===== src/verilog/cbcs_defs.svh =====
// Purpose: constants of the bus cycle sequencer
// Assumes: one clock, active-low asynchronous reset
// Notes: status encodings are {io_mem_sel, hi, lo}
`ifndef CBCS_DEFS_SVH
`define CBCS_DEFS_SVH
`define CBCS_ST_FETCH 3'h3
`define CBCS_ST_MRD 3'h2
`define CBCS_ST_MWR 3'h1
`define CBCS_ST_IORD 3'h6
`define CBCS_ST_IOWR 3'h5
`define CBCS_ST_INTERRUPT_ACK_STROBE_N 3'h7
`define CBCS_ST_IDLE 3'h2
`define CBCS_ST_HALT 3'h0
`define CBCS_FETCH_LONG_LEN 3'h6
`define CBCS_FETCH_SHORT_LEN 3'h4
`define CBCS_CYCLE_LEN 3'h3
`endif


===== src/verilog/cbcs_pkg.sv =====
// Purpose: types of the bus cycle sequencer
// Assumes: included constants header
// Notes: none
package cbcs_pkg;
    typedef enum logic [2:0] {
        CBCS_OF, CBCS_MR, CBCS_MW, CBCS_IOR, CBCS_IOW, CBCS_INA, CBCS_BI
    } cbcs_cycle_t;
    typedef enum logic [3:0] {
        CBCS_T1, CBCS_T2, CBCS_T3, CBCS_T4, CBCS_T5, CBCS_T6,
        CBCS_TW, CBCS_TRESET, CBCS_THALT, CBCS_THOLD
    } cbcs_tstate_t;
    typedef struct packed {
        cbcs_cycle_t kind;
        logic long_fetch;
        logic [15:0] addr;
        logic [7:0] wdata;
    } cbcs_req_t;
    typedef struct packed {
        logic io_mem_sel;
        logic cycle_status_hi;
        logic cycle_status_lo;
    } cbcs_status_t;
endpackage


===== src/verilog/cbcs_sync.sv =====
// Purpose: two-flop synchroniser for pin inputs
// Assumes: asynchronous pins
// Notes: first stage read only by second
`timescale 1ns/1ps
module cbcs_sync #(
    parameter int WIDTH = 2,
    parameter logic [WIDTH-1:0] RST_VAL = '0
) (
    input wire logic clk_sys,
    input wire logic nrst,
    input wire logic [WIDTH-1:0] pin,
    output logic [WIDTH-1:0] sync
);
    logic [WIDTH-1:0] stage1;
    // two stages per bit
    always_ff @(posedge clk_sys or negedge nrst) begin
        if (!nrst) begin
            stage1 <= RST_VAL;
            sync <= RST_VAL;
        end else begin
            stage1 <= pin;
            sync <= stage1;
        end
    end
endmodule


===== src/verilog/cbcs_sequencer.sv =====
// Purpose: machine cycle and T state sequencer with bus pins
// Assumes: core hands one cycle request at a time on req_valid
// Notes: ready and hold pins pass two flops first
`timescale 1ns/1ps
`include "cbcs_defs.svh"
module cbcs_sequencer (
    input wire logic clk_sys,
    input wire logic nrst,
    input wire logic req_valid,
    input cbcs_pkg::cbcs_req_t req,
    input wire logic halt_req,
    output logic req_ready,
    output logic [7:0] rdata,
    output logic rdata_valid,
    input wire logic ready_pin,
    input wire logic hold_pin,
    output logic hold_ack,
    output cbcs_pkg::cbcs_status_t status,
    output logic status_oe,
    output logic [7:0] high_address_lines,
    output logic high_address_oe,
    input wire logic [7:0] low_address_data_in,
    output logic [7:0] low_address_data_out,
    output logic low_address_data_oe,
    output logic read_strobe_n,
    output logic write_strobe_n,
    output logic strobe_oe,
    output logic interrupt_ack_strobe_n,
    output logic address_latch_strobe,
    output cbcs_pkg::cbcs_tstate_t tstate
);
    logic ready_s;
    logic hold_s;
    logic [7:0] din_s;
    cbcs_pkg::cbcs_req_t cur;
    cbcs_pkg::cbcs_tstate_t next_tstate;
    logic [2:0] cyc_len;
    logic is_read;
    logic is_write;
    logic is_io;
    logic in_cycle;
    logic floated;
    logic released;
    logic rd_take;

    // pins from outside pass two flops
    cbcs_sync #(.WIDTH(2), .RST_VAL(2'h1)) u_sync_ctl (
        .clk_sys(clk_sys),
        .nrst(nrst),
        .pin({hold_pin, ready_pin}),
        .sync({hold_s, ready_s})
    );
    cbcs_sync #(.WIDTH(8), .RST_VAL(8'h00)) u_sync_data (
        .clk_sys(clk_sys),
        .nrst(nrst),
        .pin(low_address_data_in),
        .sync(din_s)
    );

    // cycle length and kind decode
    always_comb begin
        unique case (cur.kind)
            cbcs_pkg::CBCS_OF: cyc_len = cur.long_fetch ? `CBCS_FETCH_LONG_LEN
                                                        : `CBCS_FETCH_SHORT_LEN;
            default: cyc_len = `CBCS_CYCLE_LEN;
        endcase
        is_read = cur.kind inside {cbcs_pkg::CBCS_OF, cbcs_pkg::CBCS_MR, cbcs_pkg::CBCS_IOR};
        is_write = cur.kind inside {cbcs_pkg::CBCS_MW, cbcs_pkg::CBCS_IOW};
        is_io = cur.kind inside {cbcs_pkg::CBCS_IOR, cbcs_pkg::CBCS_IOW};
    end

    assign in_cycle = tstate inside {cbcs_pkg::CBCS_T1, cbcs_pkg::CBCS_T2,
        cbcs_pkg::CBCS_TW, cbcs_pkg::CBCS_T3, cbcs_pkg::CBCS_T4,
        cbcs_pkg::CBCS_T5, cbcs_pkg::CBCS_T6};
    assign floated = tstate inside {cbcs_pkg::CBCS_TRESET, cbcs_pkg::CBCS_THALT,
        cbcs_pkg::CBCS_THOLD};
    // cycle ends at last T state; a new one may start at once
    assign released = (tstate == cbcs_pkg::CBCS_T3 && cyc_len == `CBCS_CYCLE_LEN)
        || (tstate == cbcs_pkg::CBCS_T4 && cyc_len == `CBCS_FETCH_SHORT_LEN)
        || tstate == cbcs_pkg::CBCS_T6
        || tstate == cbcs_pkg::CBCS_TRESET
        || (tstate == cbcs_pkg::CBCS_THALT && !halt_req && !hold_s)
        || (tstate == cbcs_pkg::CBCS_THOLD && !hold_s);
    assign req_ready = released && !hold_s && !halt_req;

    // next T state
    always_comb begin
        next_tstate = tstate;
        unique case (tstate)
            cbcs_pkg::CBCS_T1: next_tstate = cbcs_pkg::CBCS_T2;
            cbcs_pkg::CBCS_T2: begin
                // only transfer cycles may stretch
                if (!ready_s && cur.kind != cbcs_pkg::CBCS_BI) begin
                    next_tstate = cbcs_pkg::CBCS_TW;
                end else begin
                    next_tstate = cbcs_pkg::CBCS_T3;
                end
            end
            cbcs_pkg::CBCS_TW: next_tstate = ready_s ? cbcs_pkg::CBCS_T3
                                                     : cbcs_pkg::CBCS_TW;
            cbcs_pkg::CBCS_T4: next_tstate = released ? cbcs_pkg::CBCS_THOLD
                                                      : cbcs_pkg::CBCS_T5;
            cbcs_pkg::CBCS_T5: next_tstate = cbcs_pkg::CBCS_T6;
            default: next_tstate = cbcs_pkg::CBCS_THOLD;
        endcase
        if (tstate == cbcs_pkg::CBCS_T3 && cyc_len != `CBCS_CYCLE_LEN) begin
            next_tstate = cbcs_pkg::CBCS_T4;
        end
        if (released || tstate == cbcs_pkg::CBCS_THALT || tstate == cbcs_pkg::CBCS_THOLD) begin
            if (hold_s) begin
                next_tstate = cbcs_pkg::CBCS_THOLD;
            end else if (halt_req) begin
                next_tstate = cbcs_pkg::CBCS_THALT;
            end else if (req_valid) begin
                next_tstate = cbcs_pkg::CBCS_T1;
            end else if (tstate == cbcs_pkg::CBCS_THALT) begin
                next_tstate = cbcs_pkg::CBCS_THALT;
            end else begin
                next_tstate = cbcs_pkg::CBCS_THOLD;
            end
        end
    end

    // sequencer state, one of ten
    always_ff @(posedge clk_sys or negedge nrst) begin
        if (!nrst) begin
            tstate <= cbcs_pkg::CBCS_TRESET;
        end else begin
            tstate <= next_tstate;
        end
    end

    // request capture at cycle start
    always_ff @(posedge clk_sys or negedge nrst) begin
        if (!nrst) begin
            cur <= '0;
        end else if (req_valid && req_ready) begin
            cur <= req;
        end
    end

    // hold acknowledge while bus released
    always_ff @(posedge clk_sys or negedge nrst) begin
        if (!nrst) begin
            hold_ack <= 1'b0;
        end else begin
            hold_ack <= (next_tstate == cbcs_pkg::CBCS_THOLD) && hold_s;
        end
    end

    // status lines: driven from T1 through the cycle
    always_ff @(posedge clk_sys or negedge nrst) begin
        if (!nrst) begin
            status <= '0;
        end else if (next_tstate == cbcs_pkg::CBCS_THALT) begin
            status <= `CBCS_ST_HALT;
        end else if (req_valid && req_ready && next_tstate == cbcs_pkg::CBCS_T1) begin
            unique case (req.kind)
                cbcs_pkg::CBCS_OF: status <= `CBCS_ST_FETCH;
                cbcs_pkg::CBCS_MR: status <= `CBCS_ST_MRD;
                cbcs_pkg::CBCS_MW: status <= `CBCS_ST_MWR;
                cbcs_pkg::CBCS_IOR: status <= `CBCS_ST_IORD;
                cbcs_pkg::CBCS_IOW: status <= `CBCS_ST_IOWR;
                cbcs_pkg::CBCS_INA: status <= `CBCS_ST_INTERRUPT_ACK_STROBE_N;
                default: status <= `CBCS_ST_IDLE;
            endcase
        end
    end
    assign status_oe = !(tstate inside {cbcs_pkg::CBCS_TRESET, cbcs_pkg::CBCS_THALT,
        cbcs_pkg::CBCS_THOLD});

    // address, data and strobes from flops
    always_ff @(posedge clk_sys or negedge nrst) begin
        if (!nrst) begin
            high_address_lines <= 8'h00;
            low_address_data_out <= 8'h00;
            address_latch_strobe <= 1'b0;
        end else if (req_valid && req_ready && next_tstate == cbcs_pkg::CBCS_T1) begin
            // port address copied on both halves
            high_address_lines <= req.kind inside {cbcs_pkg::CBCS_IOR, cbcs_pkg::CBCS_IOW}
                ? req.addr[7:0] : req.addr[15:8];
            low_address_data_out <= req.addr[7:0];
            address_latch_strobe <= req.kind != cbcs_pkg::CBCS_BI;
        end else begin
            address_latch_strobe <= 1'b0;
            if (next_tstate == cbcs_pkg::CBCS_T2) begin
                low_address_data_out <= cur.wdata;
            end
        end
    end

    // read/write strobes from T2 through last wait
    always_ff @(posedge clk_sys or negedge nrst) begin
        if (!nrst) begin
            read_strobe_n <= 1'b1;
            write_strobe_n <= 1'b1;
            interrupt_ack_strobe_n <= 1'b1;
        end else begin
            read_strobe_n <= !(is_read && (next_tstate inside {cbcs_pkg::CBCS_T2,
                cbcs_pkg::CBCS_TW}));
            write_strobe_n <= !(is_write && (next_tstate inside {cbcs_pkg::CBCS_T2,
                cbcs_pkg::CBCS_TW}));
            interrupt_ack_strobe_n <= !(cur.kind == cbcs_pkg::CBCS_INA
                && (next_tstate inside {cbcs_pkg::CBCS_T2, cbcs_pkg::CBCS_TW}));
        end
    end

    // enables: float in reset, halt, hold
    assign high_address_oe = in_cycle;
    assign low_address_data_oe = (tstate == cbcs_pkg::CBCS_T1)
        || (is_write && tstate inside {cbcs_pkg::CBCS_T2, cbcs_pkg::CBCS_TW,
        cbcs_pkg::CBCS_T3});
    assign strobe_oe = !floated;

    // read data: the pin seen in T2 reaches din_s only after T3, so take it one later
    always_ff @(posedge clk_sys or negedge nrst) begin
        if (!nrst) begin
            rdata <= 8'h00;
            rdata_valid <= 1'b0;
            rd_take <= 1'b0;
        end else begin
            rd_take <= (tstate == cbcs_pkg::CBCS_T3) && (is_read
                || cur.kind == cbcs_pkg::CBCS_INA);
            rdata_valid <= rd_take;
            if (rd_take) begin
                rdata <= din_s;
            end
        end
    end
endmodule


===== config.mk =====
export PLATFORM = sky130hd
export DESIGN_NAME = cbcs_sequencer
export DESIGN_NICKNAME = d
export VERILOG_FILES = /design/src/verilog/cbcs_pkg.sv /design/src/verilog/cbcs_sync.sv /design/src/verilog/cbcs_sequencer.sv
export VERILOG_INCLUDE_DIRS = /design/src /design/src/verilog
export SDC_FILE = /design/constraint.sdc
export NUM_CORES = 1
export LEC_CHECK = 0
export BUFFER_PORTS_ARGS = -buffer_cell sky130_fd_sc_hd__buf_2
export CORE_AREA = 2 2 90 92
export CTS_BUF_LIST = sky130_fd_sc_hd__clkbuf_8
export DETAILED_ROUTE_END_ITERATION = 8
export DIE_AREA = 0 0 92 94
export GPL_TIMING_DRIVEN = 0
export HOLD_SLACK_MARGIN = 0.12
export PLACE_DENSITY = 0.67
export SETUP_SLACK_MARGIN = 0.2
export SYNTH_ARGS = -nofsm -noshare
export SYNTH_HDL_FRONTEND = slang
export SYNTH_SLANG_ARGS = --single-unit

===== constraint.sdc =====
create_clock -name clk_sys -period 2.6 [get_ports clk_sys]
set_input_delay 0.26 -clock clk_sys [delete_from_list [all_inputs] [get_ports clk_sys]]
set_output_delay 0.26 -clock clk_sys [all_outputs]
set_load 0.1 [all_outputs]

After elaboration in Yosys (flattened, before gate mapping)
Index checks and enable logic that the tools add are counted.
{"block": "totals", "ff_bits": 70, "out_inout_bits": 42, "wordCells": 113, "input_bits": 42}
{"block": "op_classes", "eq_ne": 27, "muxes": 19, "reduce_logical": 46}
{"op": "2-to-1 mux 4 bit", "count": 6}
{"op": "2-to-1 mux 8 bit", "count": 3}
{"op": "equality test 4 x 3 -> 1 bit (second input constant)", "count": 5}
{"op": "one-hot mux 4 bit (5 select lines)", "count": 1}
{"op": "logical AND 1 bit", "count": 17}
{"op": "equality test 4 bit (second input constant)", "count": 4}
{"op": "equality test 3 x 2 -> 1 bit (second input constant)", "count": 5}
{"op": "equality test 3 bit (second input constant)", "count": 5}
{"op": "2-to-1 mux 3 bit", "count": 5}
{"op": "one-hot mux 3 bit (5 select lines)", "count": 1}
{"op": "nonzero test 2 bit", "count": 5}
{"op": "logical OR 1 bit", "count": 9}
{"op": "nonzero test 3 bit", "count": 3}
{"op": "equality test 4 x 1 -> 1 bit (second input constant)", "count": 2}
{"op": "equality test 4 x 2 -> 1 bit (second input constant)", "count": 2}
{"op": "logical NOT 4 bit", "count": 2}
{"op": "logical NOT 1 bit", "count": 7}
{"op": "nonzero test 7 bit", "count": 1}
{"op": "logical NOT 3 bit", "count": 2}
{"op": "!= test 3 bit (second input constant)", "count": 2}
{"op": "equality test 3 x 1 -> 1 bit (second input constant)", "count": 1}
{"op": "!= test 3 x 2 -> 1 bit (second input constant)", "count": 1}
{"op": "2-to-1 mux 1 bit", "count": 2}
{"op": "2-to-1 mux 2 bit", "count": 1}

Longest topological paths before layout
Gate-level depths: netlist (run 1).
{"block": "logic_depth", "ltp_word": 17, "mapped_depth": 8, "depth_no_buf": 5}

By module
A second synthesis (run 1) with hierarchy kept.
{"block": "hier_totals", "cells_unflattened": 215, "area_unflattened_um2": 3054.2}
{"mod": "cbcs_sequencer", "area_per_inst_um2": 2551.2, "seq_area_each_um2": 1258.7, "n_inst": 1, "cells_per_inst": 195}
{"mod": "cbcs_sync at u_sync_data", "area_per_inst_um2": 400.4, "seq_area_each_um2": 400.4, "n_inst": 1, "cells_per_inst": 16}
{"mod": "cbcs_sync at u_sync_ctl", "area_per_inst_um2": 102.6, "seq_area_each_um2": 102.6, "n_inst": 1, "cells_per_inst": 4}

Worst setup path after synthesis (run 1)
OpenSTA, ideal clock, no wires.
{"block": "synth_path", "path_type": "register -> output", "startpoint": "register tstate[3]", "endpoint": "output req_ready", "arrival_ns": 3.756, "t_required_ns": 2.340, "setup_slack_ns": -1.416, "n_path_buf": 0, "path_stages_with_launch": 5, "cell_sequence": "dfrtp_1 or3b_4 o31ai_4 nor3_2 nor3_1"}
{"block": "synth_via", "elab_chain_cells": 9, "word_cells_on_any_way": 18, "classes_between": "eq/ne (6); reduce/logical (12)"}
{"element": "start: declaration", "line": "cbcs_sequencer.sv:30", "source": "output cbcs_pkg::cbcs_tstate_t tstate"}
{"element": "start signal: assignment", "line": "cbcs_sequencer.sv:127", "source": "tstate <= cbcs_pkg::CBCS_TRESET;"}
{"element": "start signal: assignment", "line": "cbcs_sequencer.sv:129", "source": "tstate <= next_tstate;"}
{"element": "equality test 4 x 2 -> 1 bit, on equally long branches", "line": "cbcs_sequencer.sv:78, cbcs_sequencer.sv:79"}
{"element": "logical AND 1 bit (no line)"}
{"element": "logical OR 1 bit (4 in a row)", "line": "cbcs_sequencer.sv:78", "source": "assign released = (tstate == cbcs_pkg::CBCS_T3 && cyc_len == `CBCS_CYCLE_LEN)"}
{"element": "logical OR 1 bit *", "line": "cbcs_sequencer.sv:78"}
{"element": "logical AND 1 bit * (2 in a row)", "line": "cbcs_sequencer.sv:84", "source": "assign req_ready = released && !hold_s && !halt_req;"}
{"element": "end: declaration", "line": "cbcs_sequencer.sv:12", "source": "output logic req_ready,"}
Every way passes the cells marked *; elsewhere a longest branch is shown, timed or not.

Worst setup path after layout (run 1)
{"block": "layout_path", "startpoint": "register tstate[1]", "endpoint": "output req_ready"}
Same word-level chain as after synthesis.

==> summary.txt, run 1 <==
Status
  • Status: finished clean

STA
  • Fin crit share: 0.9284
  • Setup WS post-layout: 0.1862 ns
  • Final Hold Viols: 0
  • Slew @ Worst Pin: ~0.96 ns
  • Endpoints failing setup: 0
  • Post-route minimum period: 2.414 ns
  • Max Fclk: 414.3 MHz
  • Min Hold Slack: 0.1468 ns
  • Post-Route Skew: 0.01245 ns
  • RSZ-0062 raised after global routing: yes
  • Setup TNS: 0 ns
  • Worst slew margin: 0.3569
  • Final Max Tran Viols: 0

Global route
  • GRT Util Overall: 0.1516
  • First-pass GRT wire length: approximately 10000 µm
  • Largest net degree at the start of global routing: 71
  • Vias in the first global route: 1994
  • Initial antenna violation count: 0
  • Global route total overflow: 0

Clock network
  • Clk sinks: 70
  • H-tree levels: 3
  • Worst-Skew Late Latency: 0.34 ns
  • Clk slew on worst S/H paths: around 0.080 ns
  • Root buf cell: clkbuf_8
  • Longest Clk Path Bufs: 2
  • Cts bufs inserted: 9
  • CTS tree: done

Cells and area
  • Most common cell after layout, fill and taps aside: buf_2
  • Nets: 360
  • Share of cells above drive strength 1: 0.5528
  • Area delta synth->final: 36.76%
  • Antenna cells: 0
  • Non-filler cells, final: 424
  • Commonest non-fill, non-tap cells in the layout: buf_2, dfrtp_1, mux2_4

Yosys
  • Mux contribution to synthesized area: 0.2242
  • Post-synth cell types: 46
  • Post-synthesis compound-gate area fraction: 0.05395
  • Ys Warns: 0
  • Cell area after synthesis: 2992 µm²
  • Post-synthesis cell count: 203
  • Syn_nets: around 250
  • Dominant synthesized flop cell: dfrtp_1
  • Ys async rst share: 1.000
  • Post-Synth XOR/XNOR Area: 0.005855
  • Largest family of logic cells by synthesized area: multiplexers
  • Simple-Gate Fraction of Synth Area: 0.08281
  • Sequential fraction of the synthesis area: 0.5889
  • Post-Syn Area per Cell: roughly 15 µm²
  • Synth Area in Adders: 0.004182
  • Synth Register Bits: 70
  • Number of enable flip-flop cells after synthesis: 0

Routing
  • Final ANT Viol Nets: 0
  • Vias per cell: 4.689
  • DR DRC count: 0
  • Vias: 1988
  • WL per Instance: 14.92 µm
  • Number of DRC markers in iteration 0: 42
  • Final WL: 6326 µm
  • DRT Pass-1 Iters: 4

Floorplan
  • Die H: 94 µm
  • Row count: 32
  • Initial Utilization: 0.3933
  • Ports: 84
  • Core ar.: 7607 µm²
  • Die Span X: 92 µm
  • Die area: about 8600 µm²

Critical path
  • Critical path peak fanout: 9
  • Reg2reg path depth: 8
  • Worst-path cell chain: buf_8 > or4b_4 > nor2_4 > nor3_2 > nor3_4 > buf_12
  • Crit. path cell count: 6
  • Slowest stage cell, crit path: dfstp_4
  • Crit-path leading delay family: simple AND/OR/NAND/NOR gates
  • Startpoint Class: register
  • Kind of critical path: register to primary output
  • CP bufs+invs: 2
  • Crit-path max cell delay: 0.63 ns
  • Critical Path RT: between 2 and 2.5 ns
  • WP data arrival: 2.15 ns
  • CP Capture Type: primary output

Placed design
  • Placer Congestion: 0.8432
  • Placed cell count: 388
  • IO Port Bufs: 83
  • Pre-CTS setup slack: 0.1233 ns
  • Detailed Place HPWL: 4165 µm

Hold path
  • Worst Hold Class: primary input to register
  • Hold path depth: 2

Job
  • Max cap viols: 0
[layer usage]
metal  vias to the layer above  part of all wire  global-route usage
met4                         0             0.013             0.04726
met5                         -                 0                   0
met1                       978              0.45              0.1997
met2                        56              0.48              0.2377
li1                        948                 -                   -
met3                         6             0.050             0.05136
[synth_stat cells, types with 2 or more instances]
cell type  instances  area (µm²)
dfrtp_1           62        1551
mux2_4            20       300.3
mux2_2            18       202.7
mux2_1            14       157.7
dfstp_2            8       210.2
nor2_1             8       30.03
a21oi_1            7       35.03
nand2_1            7       26.28
nor2b_1            5       31.28
nor3_1             5       25.02
o21ai_0            5       25.02
buf_6              3       33.78
inv_1              3       11.26
a22o_1             2       17.52
a31oi_1            2       12.51
buf_12             2       40.04
clkbuf_1           2       7.510
nand3b_1           2       15.01
[flip-flops by register name, summed over array words and instances, names as in the netlist, 2 cells and up]
name / count
cur: 12
high_address_lines: 8
low_address_data_out: 8
rdata: 8
status: 3
tstate: 4
u_sync_ctl.stage1: 2
u_sync_ctl.sync: 2
u_sync_data.stage1: 8
u_sync_data.sync: 8
[layout make-up]
| cell class | instances | area [µm²] |
|---|---|---|
| buffer | 10 | 113.9 |
| clock buffer | 9 | 123.9 |
| clock inverter | 7 | 127.6 |
| fill | 674 | 3516 |
| inverter | 3 | 11.26 |
| multi-input combinational | 120 | 1155 |
| sequential | 70 | 1767 |
| tap | 102 | 127.6 |
| timing repair buffer | 103 | 665.6 |
[cells by family (layout without fill, tap and decap cells)]
| kind of cell | Yosys count | after routing |
|---|---|---|
| buffers and inverters | 13 | 132 |
| multiplexers | 53 | 53 |
| flip-flops | 70 | 70 |
| AND/OR/NAND/NOR | 41 | 41 |
| XOR/XNOR | 2 | 2 |
| adder cells (fa/ha/maj) | 1 | 1 |
| AO/OA/AOI/OAI | 23 | 23 |
[worst paths after layout]
| path | start | end | slack, ns |
|---|---|---|---|
| worst max register to register | tstate[1]$_DFF_PN1_ | cur[2]$_DFFE_PN0P_ | 0.27 |
| worst min-delay path | req[12] | low_address_data_out[4]$_DFFE_PN0P_ | 0.15 |
| worst max-delay path | tstate[1]$_DFF_PN1_ | req_ready | 0.19 |
| min in group asynchronous | nrst | hold_ack$_DFF_PN0_ | 0.58 |
| max in group asynchronous | nrst | tstate[3]$_DFF_PN0_ | 1.43 |
| worst min register to register | u_sync_data.stage1[0]$_DFF_PN0_ | u_sync_data.sync[0]$_DFF_PN0_ | 0.35 |
[metrics by stage]
step / util / cell area (µm²)
after floorplan: - / 3028
after global placement: 0.4694 / 3571
after detailed placement: 0.4697 / 3573
after CTS: 0.5188 / 3946
after global routing: 0.5378 / 4091
final: 0.5378 / 4091
[repair_timing]
action	in CTS	in global routing
cloned	0	3
buffers inserted	0	6
setup endpoints to repair	9	28
hold buffers	11	0
gates resized for setup	2	8
endpoints found under the hold margin	72	0
Power of run 1 is left out: the tool's default activity adds up to more than one toggle a clock period on the data nets, which glitch-free logic cannot reach.
==> inputs of run 2 (changes only) <==
CORE_AREA = 2 2 91 93   (was 2 2 90 92)
DIE_AREA = 0 0 93 95   (was 0 0 92 94)
PLACE_DENSITY = 0.69   (was 0.67)
SYNTH_HIERARCHICAL = 1   (was unset)
clock period = 2.1 ns   (was 2.6 ns; I/O delays follow)
==> summary.txt, run 2 <==
Status
  • Status: complete, but fails checks
  • Failing checks: negative setup slack

Routing
  • DR DRC count: 0
  • WL per Instance: around 14 µm
  • Final WL: 6400 µm
  • Vias: 2146
  • Number of DRC markers in iteration 0: 71
  • DRT Pass-1 Iters: 4
  • Final ANT Viol Nets: 0
  • Vias per cell: 4.769

STA
  • Endpoints failing setup: 33
  • Worst slew margin: 0.4261
  • Post-Route Skew: 0.01678 ns
  • Final Max Tran Viols: 0
  • Max Fclk: 427.8 MHz
  • Setup WS post-layout: -0.2377 ns
  • Post-route minimum period: 2.338 ns
  • RSZ-0062 raised after global routing: yes
  • Fin crit share: 1.113
  • Final Hold Viols: 0
  • Slew @ Worst Pin: 0.8609 ns

Yosys
  • Sequential fraction of the synthesis area: 0.5768
  • Dominant cells by area after synthesis: dfrtp_1, mux2_4, mux2_2
  • Post-synthesis cell count: about 220
  • Top cell type's share of synthesized area: 0.5080
  • Commonest cells in the netlist: dfrtp_1, mux2_2, mux2_4
  • Post-synth cell types: 43
  • Dominant synthesized flop cell: dfrtp_1
  • Synth Register Bits: 70
  • Number of enable flip-flop cells after synthesis: 0
  • Cell area after synthesis: 3054 µm²
  • Post-Syn Area per Cell: 14.21 µm²
  • Synth area leader: dfrtp_1
  • Syn_nets: 258
  • Ys async rst share: 1.000
  • Most numerous cell in the Yosys netlist: dfrtp_1
  • Ys Warns: 6

Clock network
  • Root buf cell: clkbuf_8
  • Longest Clk Path Bufs: 2
  • Clk slew on worst S/H paths: ~0.08 ns
  • Cts bufs inserted: 9
  • H-tree levels: 3
  • Worst-Skew Late Latency: between 0.3 and 0.4 ns
  • CTS tree: done
  • Clk sinks: 70

Critical path
  • Critical path peak fanout: 7
  • WP data arrival: 2.13 ns
  • Startpoint Class: register
  • Kind of critical path: register to primary output
  • Flop2flop setup slack: -0.21 ns
  • Critical Path RT: 1.89 ns
  • CP Capture Type: primary output

Placed design
  • Detailed Place HPWL: 4333 µm
  • IO Port Bufs: 82
  • Post-Place Cell Area: 3699 µm²
  • Placer Congestion: 0.8296

Job
  • Max cap viols: 0

Global route
  • Largest net degree at the start of global routing: 71
  • First-pass GRT wire length: 10310 µm
  • Global route total overflow: 0
  • GRT Util Overall: 0.1513
  • Vias in the first global route: around 2100
  • Initial antenna violation count: 0

Floorplan
  • Die H: ~95 µm
  • Initial Utilization: 0.3853
  • Core ar.: 7928 µm²
  • Die area: 8835 µm²
  • Die Span X: 93 µm
  • Ports: 84
  • Row count: 33

Cells and area
  • Area delta synth->final: 42.56%
  • Commonest non-fill, non-tap cells in the layout: buf_2, dfrtp_1, dlygate4sd3_1
  • Filler cell count: 679
  • Register with the most flip-flops: cur
  • Nets: 383
  • Antenna cells: 0
  • Multi-input gate area: 1287 µm²
  • FF/Latch Area: 1777 µm²
  • Share of cells above drive strength 1: 0.5478
  • Max reg flops: 12
  • Design area: 4354 µm²
  • Most common cell after layout, fill and taps aside: buf_2

Hold path
  • Worst Hold Class: primary input to register
run 2: cell types whose count changed after synthesis, moves of 3 or more:
cell       change
mux2_1        -12
mux2_2         +7
clkbuf_1       +5
mux2_4         +5
nand2_1        -3
o2bb2ai_1      +3
run 2: final cells by class:
cell class              instances  share of cell area
flip-flops and latches         70              0.4080
multi-input cells             126              0.2957
well taps                     105             0.03017
plain buffers                  14             0.03534
clock buffers                  10             0.03161
repair buffers                114              0.1790
inverters                       5            0.004310
clock inverters                 6             0.01580
run 2: what timing repair did:
| item | CTS | global route |
|---|---|---|
| hold buffers | 25 | 1 |
| endpoints found under the hold margin | 86 | 1 |
| pin swaps | 6 | 4 |
| gates resized for setup | 29 | 8 |
| setup buffers | 5 | 1 |
| endpoints found under the setup margin | 39 | 38 |
run 2: routing by layer:
metal	part of all wire	vias to the layer above	GRT usage
li1	-	1024	-
met1	0.45	1049	0.2090
met2	0.49	62	0.2331
met3	0.038	11	0.02554
met4	0.020	0	0.07230
met5	0	-	0
run 2: worst paths after layout:
path,startpoint,end,cells past startpoint
worst max register to register,cur[27]$_DFFE_PN0P_,cur[5]$_DFFE_PN0P_,6
max in group asynchronous,nrst,tstate[3]$_DFF_PN0_,2
worst min register to register,u_sync_data/stage1[5]$_DFF_PN0_,u_sync_data/sync[5]$_DFF_PN0_,0
worst min-delay path,req[12],low_address_data_out[4]$_DFFE_PN0P_,2
worst max-delay path,tstate[1]$_DFF_PN1_,req_ready,5
min in group asynchronous,nrst,high_address_lines[2]$_DFFE_PN0P_,2
run 2: metrics by stage:
stage	std cells	hold slack [ns]	TNS, ns	utilization	setup slack [ns]
after global routing	450	0.1363	-9.520	0.5492	-0.3345
after floorplan	215	-0.08559	-4.453	-	-0.4517
after CTS	448	0.1201	-6.229	0.5432	-0.2678
final	450	0.1462	-5.360	0.5492	-0.2377
after global placement	402	0.3171	-6.696	0.4662	-0.2598
after detailed placement	402	0.3162	-6.558	0.4665	-0.2855
run 2: worst max-delay path, cell delays in order, from the launching register on:
cell	delay (ns)
dfstp_4	0.68
or4b_4	0.50
nor2_4	0.18
nor3_4	0.07
nor3_4	0.16
buf_12	0.20
run 2: cell families after synthesis:
| group | synth area share |
|---|---|
| AO/OA/AOI/OAI | 0.07415 |
| adder cells (fa/ha/maj) | 0.004096 |
| buffers and inverters | 0.03318 |
| flip-flops | 0.5768 |
| AND/OR/NAND/NOR | 0.08030 |
| XOR/XNOR | 0.005736 |
| multiplexers | 0.2257 |
Power of run 2 is left out for the same reason.
==> inputs of run 3 (changes only) <==
PLACE_DENSITY = 0.66   (was 0.69)
clock period = 2.6 ns   (was 2.1 ns; I/O delays follow)
==> summary.txt, run 3 (synthesis results as in run 2) <==
Placed design
  • IO Port Bufs: 82
  • Placer Congestion: 0.8103
  • Detailed Place HPWL: 4245 µm
  • Pre-CTS setup slack: about 0.13 ns

Clock network
  • Root buf cell: clkbuf_8
  • Worst-Skew Late Latency: 0.34 ns
  • Clk slew on worst S/H paths: about 0.080 ns
  • Cts bufs inserted: 9
  • CTS tree: done
  • H-tree levels: 3
  • Clk sinks: 70
  • Longest Clk Path Bufs: 2

Floorplan
  • Core ar.: 7928 µm²
  • Die area: between 8000 and 9000 µm²
  • Initial Utilization: 0.3853
  • Die H: 95 µm
  • Ports: 84
  • Row count: 33
  • Die Span X: 93 µm

STA
  • RSZ-0062 raised after global routing: yes
  • Setup WS post-layout: 0.1771 ns
  • Final Max Tran Viols: 0
  • Fin crit share: 0.9319
  • Final Hold Viols: 0
  • Max Fclk: 412.7 MHz
  • Endpoints failing setup: 0
  • Min Hold Slack: 0.1455 ns
  • Post-Route Skew: 0.01120 ns
  • Post-route minimum period: 2.423 ns
  • Slew @ Worst Pin: 1.081 ns
  • Worst slew margin: 0.2731

Cells and area
  • Most common cell after layout, fill and taps aside: buf_2
  • Area delta synth->final: 30.93%
  • Filler cell count: between 700 and 800
  • Commonest non-fill, non-tap cells in the layout: buf_2, dfrtp_1, mux2_2, mux2_4
  • Nets: 363
  • Max reg flops: 12
  • Share of cells above drive strength 1: 0.5569
  • Antenna cells: 0
  • Register with the most flip-flops: cur

Critical path
  • Crit-path max cell delay: roughly 0.56 ns
  • Flop2flop setup slack: 0.22 ns
  • Kind of critical path: register to primary output
  • Worst-path cell chain: buf_2 > or4_4 > nor4_4 > nor3_1 > nor3_4 > buf_12
  • Startpoint Class: register
  • Reg2reg path depth: 4
  • WP data arrival: 2.16 ns
  • Critical path peak fanout: 8
  • Worst R2R End: low_address_data_out[4]$_DFFE_PN0P_
  • Crit-path leading delay family: simple AND/OR/NAND/NOR gates
  • CP bufs+invs: 2
  • Reg2reg start: tstate[0]$_DFF_PN1_
  • Slowest stage cell, crit path: or4_4
  • CP Capture Type: primary output
  • Critical Path RT: 2.34 ns

Routing
  • DRT Pass-1 Iters: 4
  • Vias: 2013
  • Vias per cell: about 4.7
  • Final WL: 6077 µm
  • Number of DRC markers in iteration 0: 48
  • DR DRC count: 0
  • Final ANT Viol Nets: 0
  • WL per Instance: 14.13 µm

Job
  • Max cap viols: 0

Hold path
  • Worst hold endpoint: cur[0]$_DFFE_PN0P_
  • Hold path depth: 2
  • HP Start: req[0]
  • Worst Hold Class: primary input to register

Status
  • Status: finished clean

Global route
  • Global route total overflow: 0
  • Initial antenna violation count: 0
  • GRT Util Overall: 0.1498
  • First-pass GRT wire length: 9880 µm
  • Largest net degree at the start of global routing: a little over 70
  • Vias in the first global route: 2041
[run 3: cell count changes in the layout (fill, tap and decap cells not counted), moves of 2 or more]
| cell | before | now |
|---|---|---|
| dfstp_4 | 3 | 0 |
| buf_2 | 77 | 81 |
| buf_4 | 7 | 3 |
| buf_8 | 4 | 0 |
| inv_6 | 2 | 0 |
| clkbuf_2 | 0 | 3 |
| clkinvlp_4 | 0 | 2 |
| dlygate4sd3_1 | 26 | 11 |
| buf_12 | 3 | 1 |
| clkinv_2 | 0 | 2 |
| dfstp_2 | 5 | 8 |
| buf_6 | 7 | 5 |
[run 3: worst reg2reg max path, stage by stage (launching register included)]
cell and delay (ns):
dfstp_2 0.40, clkbuf_1 0.22, nor4_2 0.96, mux2_2 0.42, mux2_4 0.25
[run 3: routing by layer]
metal  GRT usage  part of all wire  vias to the layer above
met4     0.06618             0.015                        0
met3     0.04549             0.043                        8
li1            -                 -                      980
met2      0.2434              0.48                       55
met1      0.1853              0.46                      970
met5           0                 0                        -
[run 3: timing repair]
action | CTS | global route
hold buffers | 11 | 0
setup endpoints to repair | 9 | 28
setup buffers | 1 | 0
gates resized for setup | 9 | 11
hold endpoints to repair | 72 | 0
pin swaps | 3 | 2
[run 3: final cells by class]
type                            instances  area (µm²)  share of cell area
Timing Repair Buffer                   94       551.8              0.1380
Tap cell                              105       131.4             0.03285
Inverter                                5       18.77            0.004693
Clock buffer                           11       151.4             0.03786
Multi-Input combinational cell        126        1254              0.3135
Clock inverter                          5       33.78            0.008448
Sequential cell                        70        1765              0.4415
Buffer                                 14       92.59             0.02315
[run 3: worst max-delay path by stage]
stage                     slack (ns)                start        end  cells after the start
after detailed placement        0.13  tstate[3]$_DFF_PN0_  req_ready                      6
after global placement          0.15  tstate[3]$_DFF_PN0_  req_ready                      6
after floorplan                -0.17  tstate[1]$_DFF_PN1_  req_ready                      4
after global routing            0.08  cur[26]$_DFFE_PN0P_  req_ready                      6
after CTS                       0.15  tstate[3]$_DFF_PN0_  req_ready                      6
final                           0.18  cur[27]$_DFFE_PN0P_  req_ready                      6
[run 3: stage by stage]
| step | cell area [µm²] | utilization | instances | TNS, ns |
|---|---|---|---|---|
| final | 3999 | 0.5044 | 430 | 0 |
| after CTS | 3965 | 0.5002 | 430 | 0 |
| after detailed placement | 3631 | 0.4580 | 402 | 0 |
| after floorplan | 3087 | - | 215 | -0.2422 |
| after global routing | 3999 | 0.5044 | 430 | 0 |
| after global placement | 3628 | 0.4577 | 402 | 0 |
Power of run 3 is left out for the same reason.
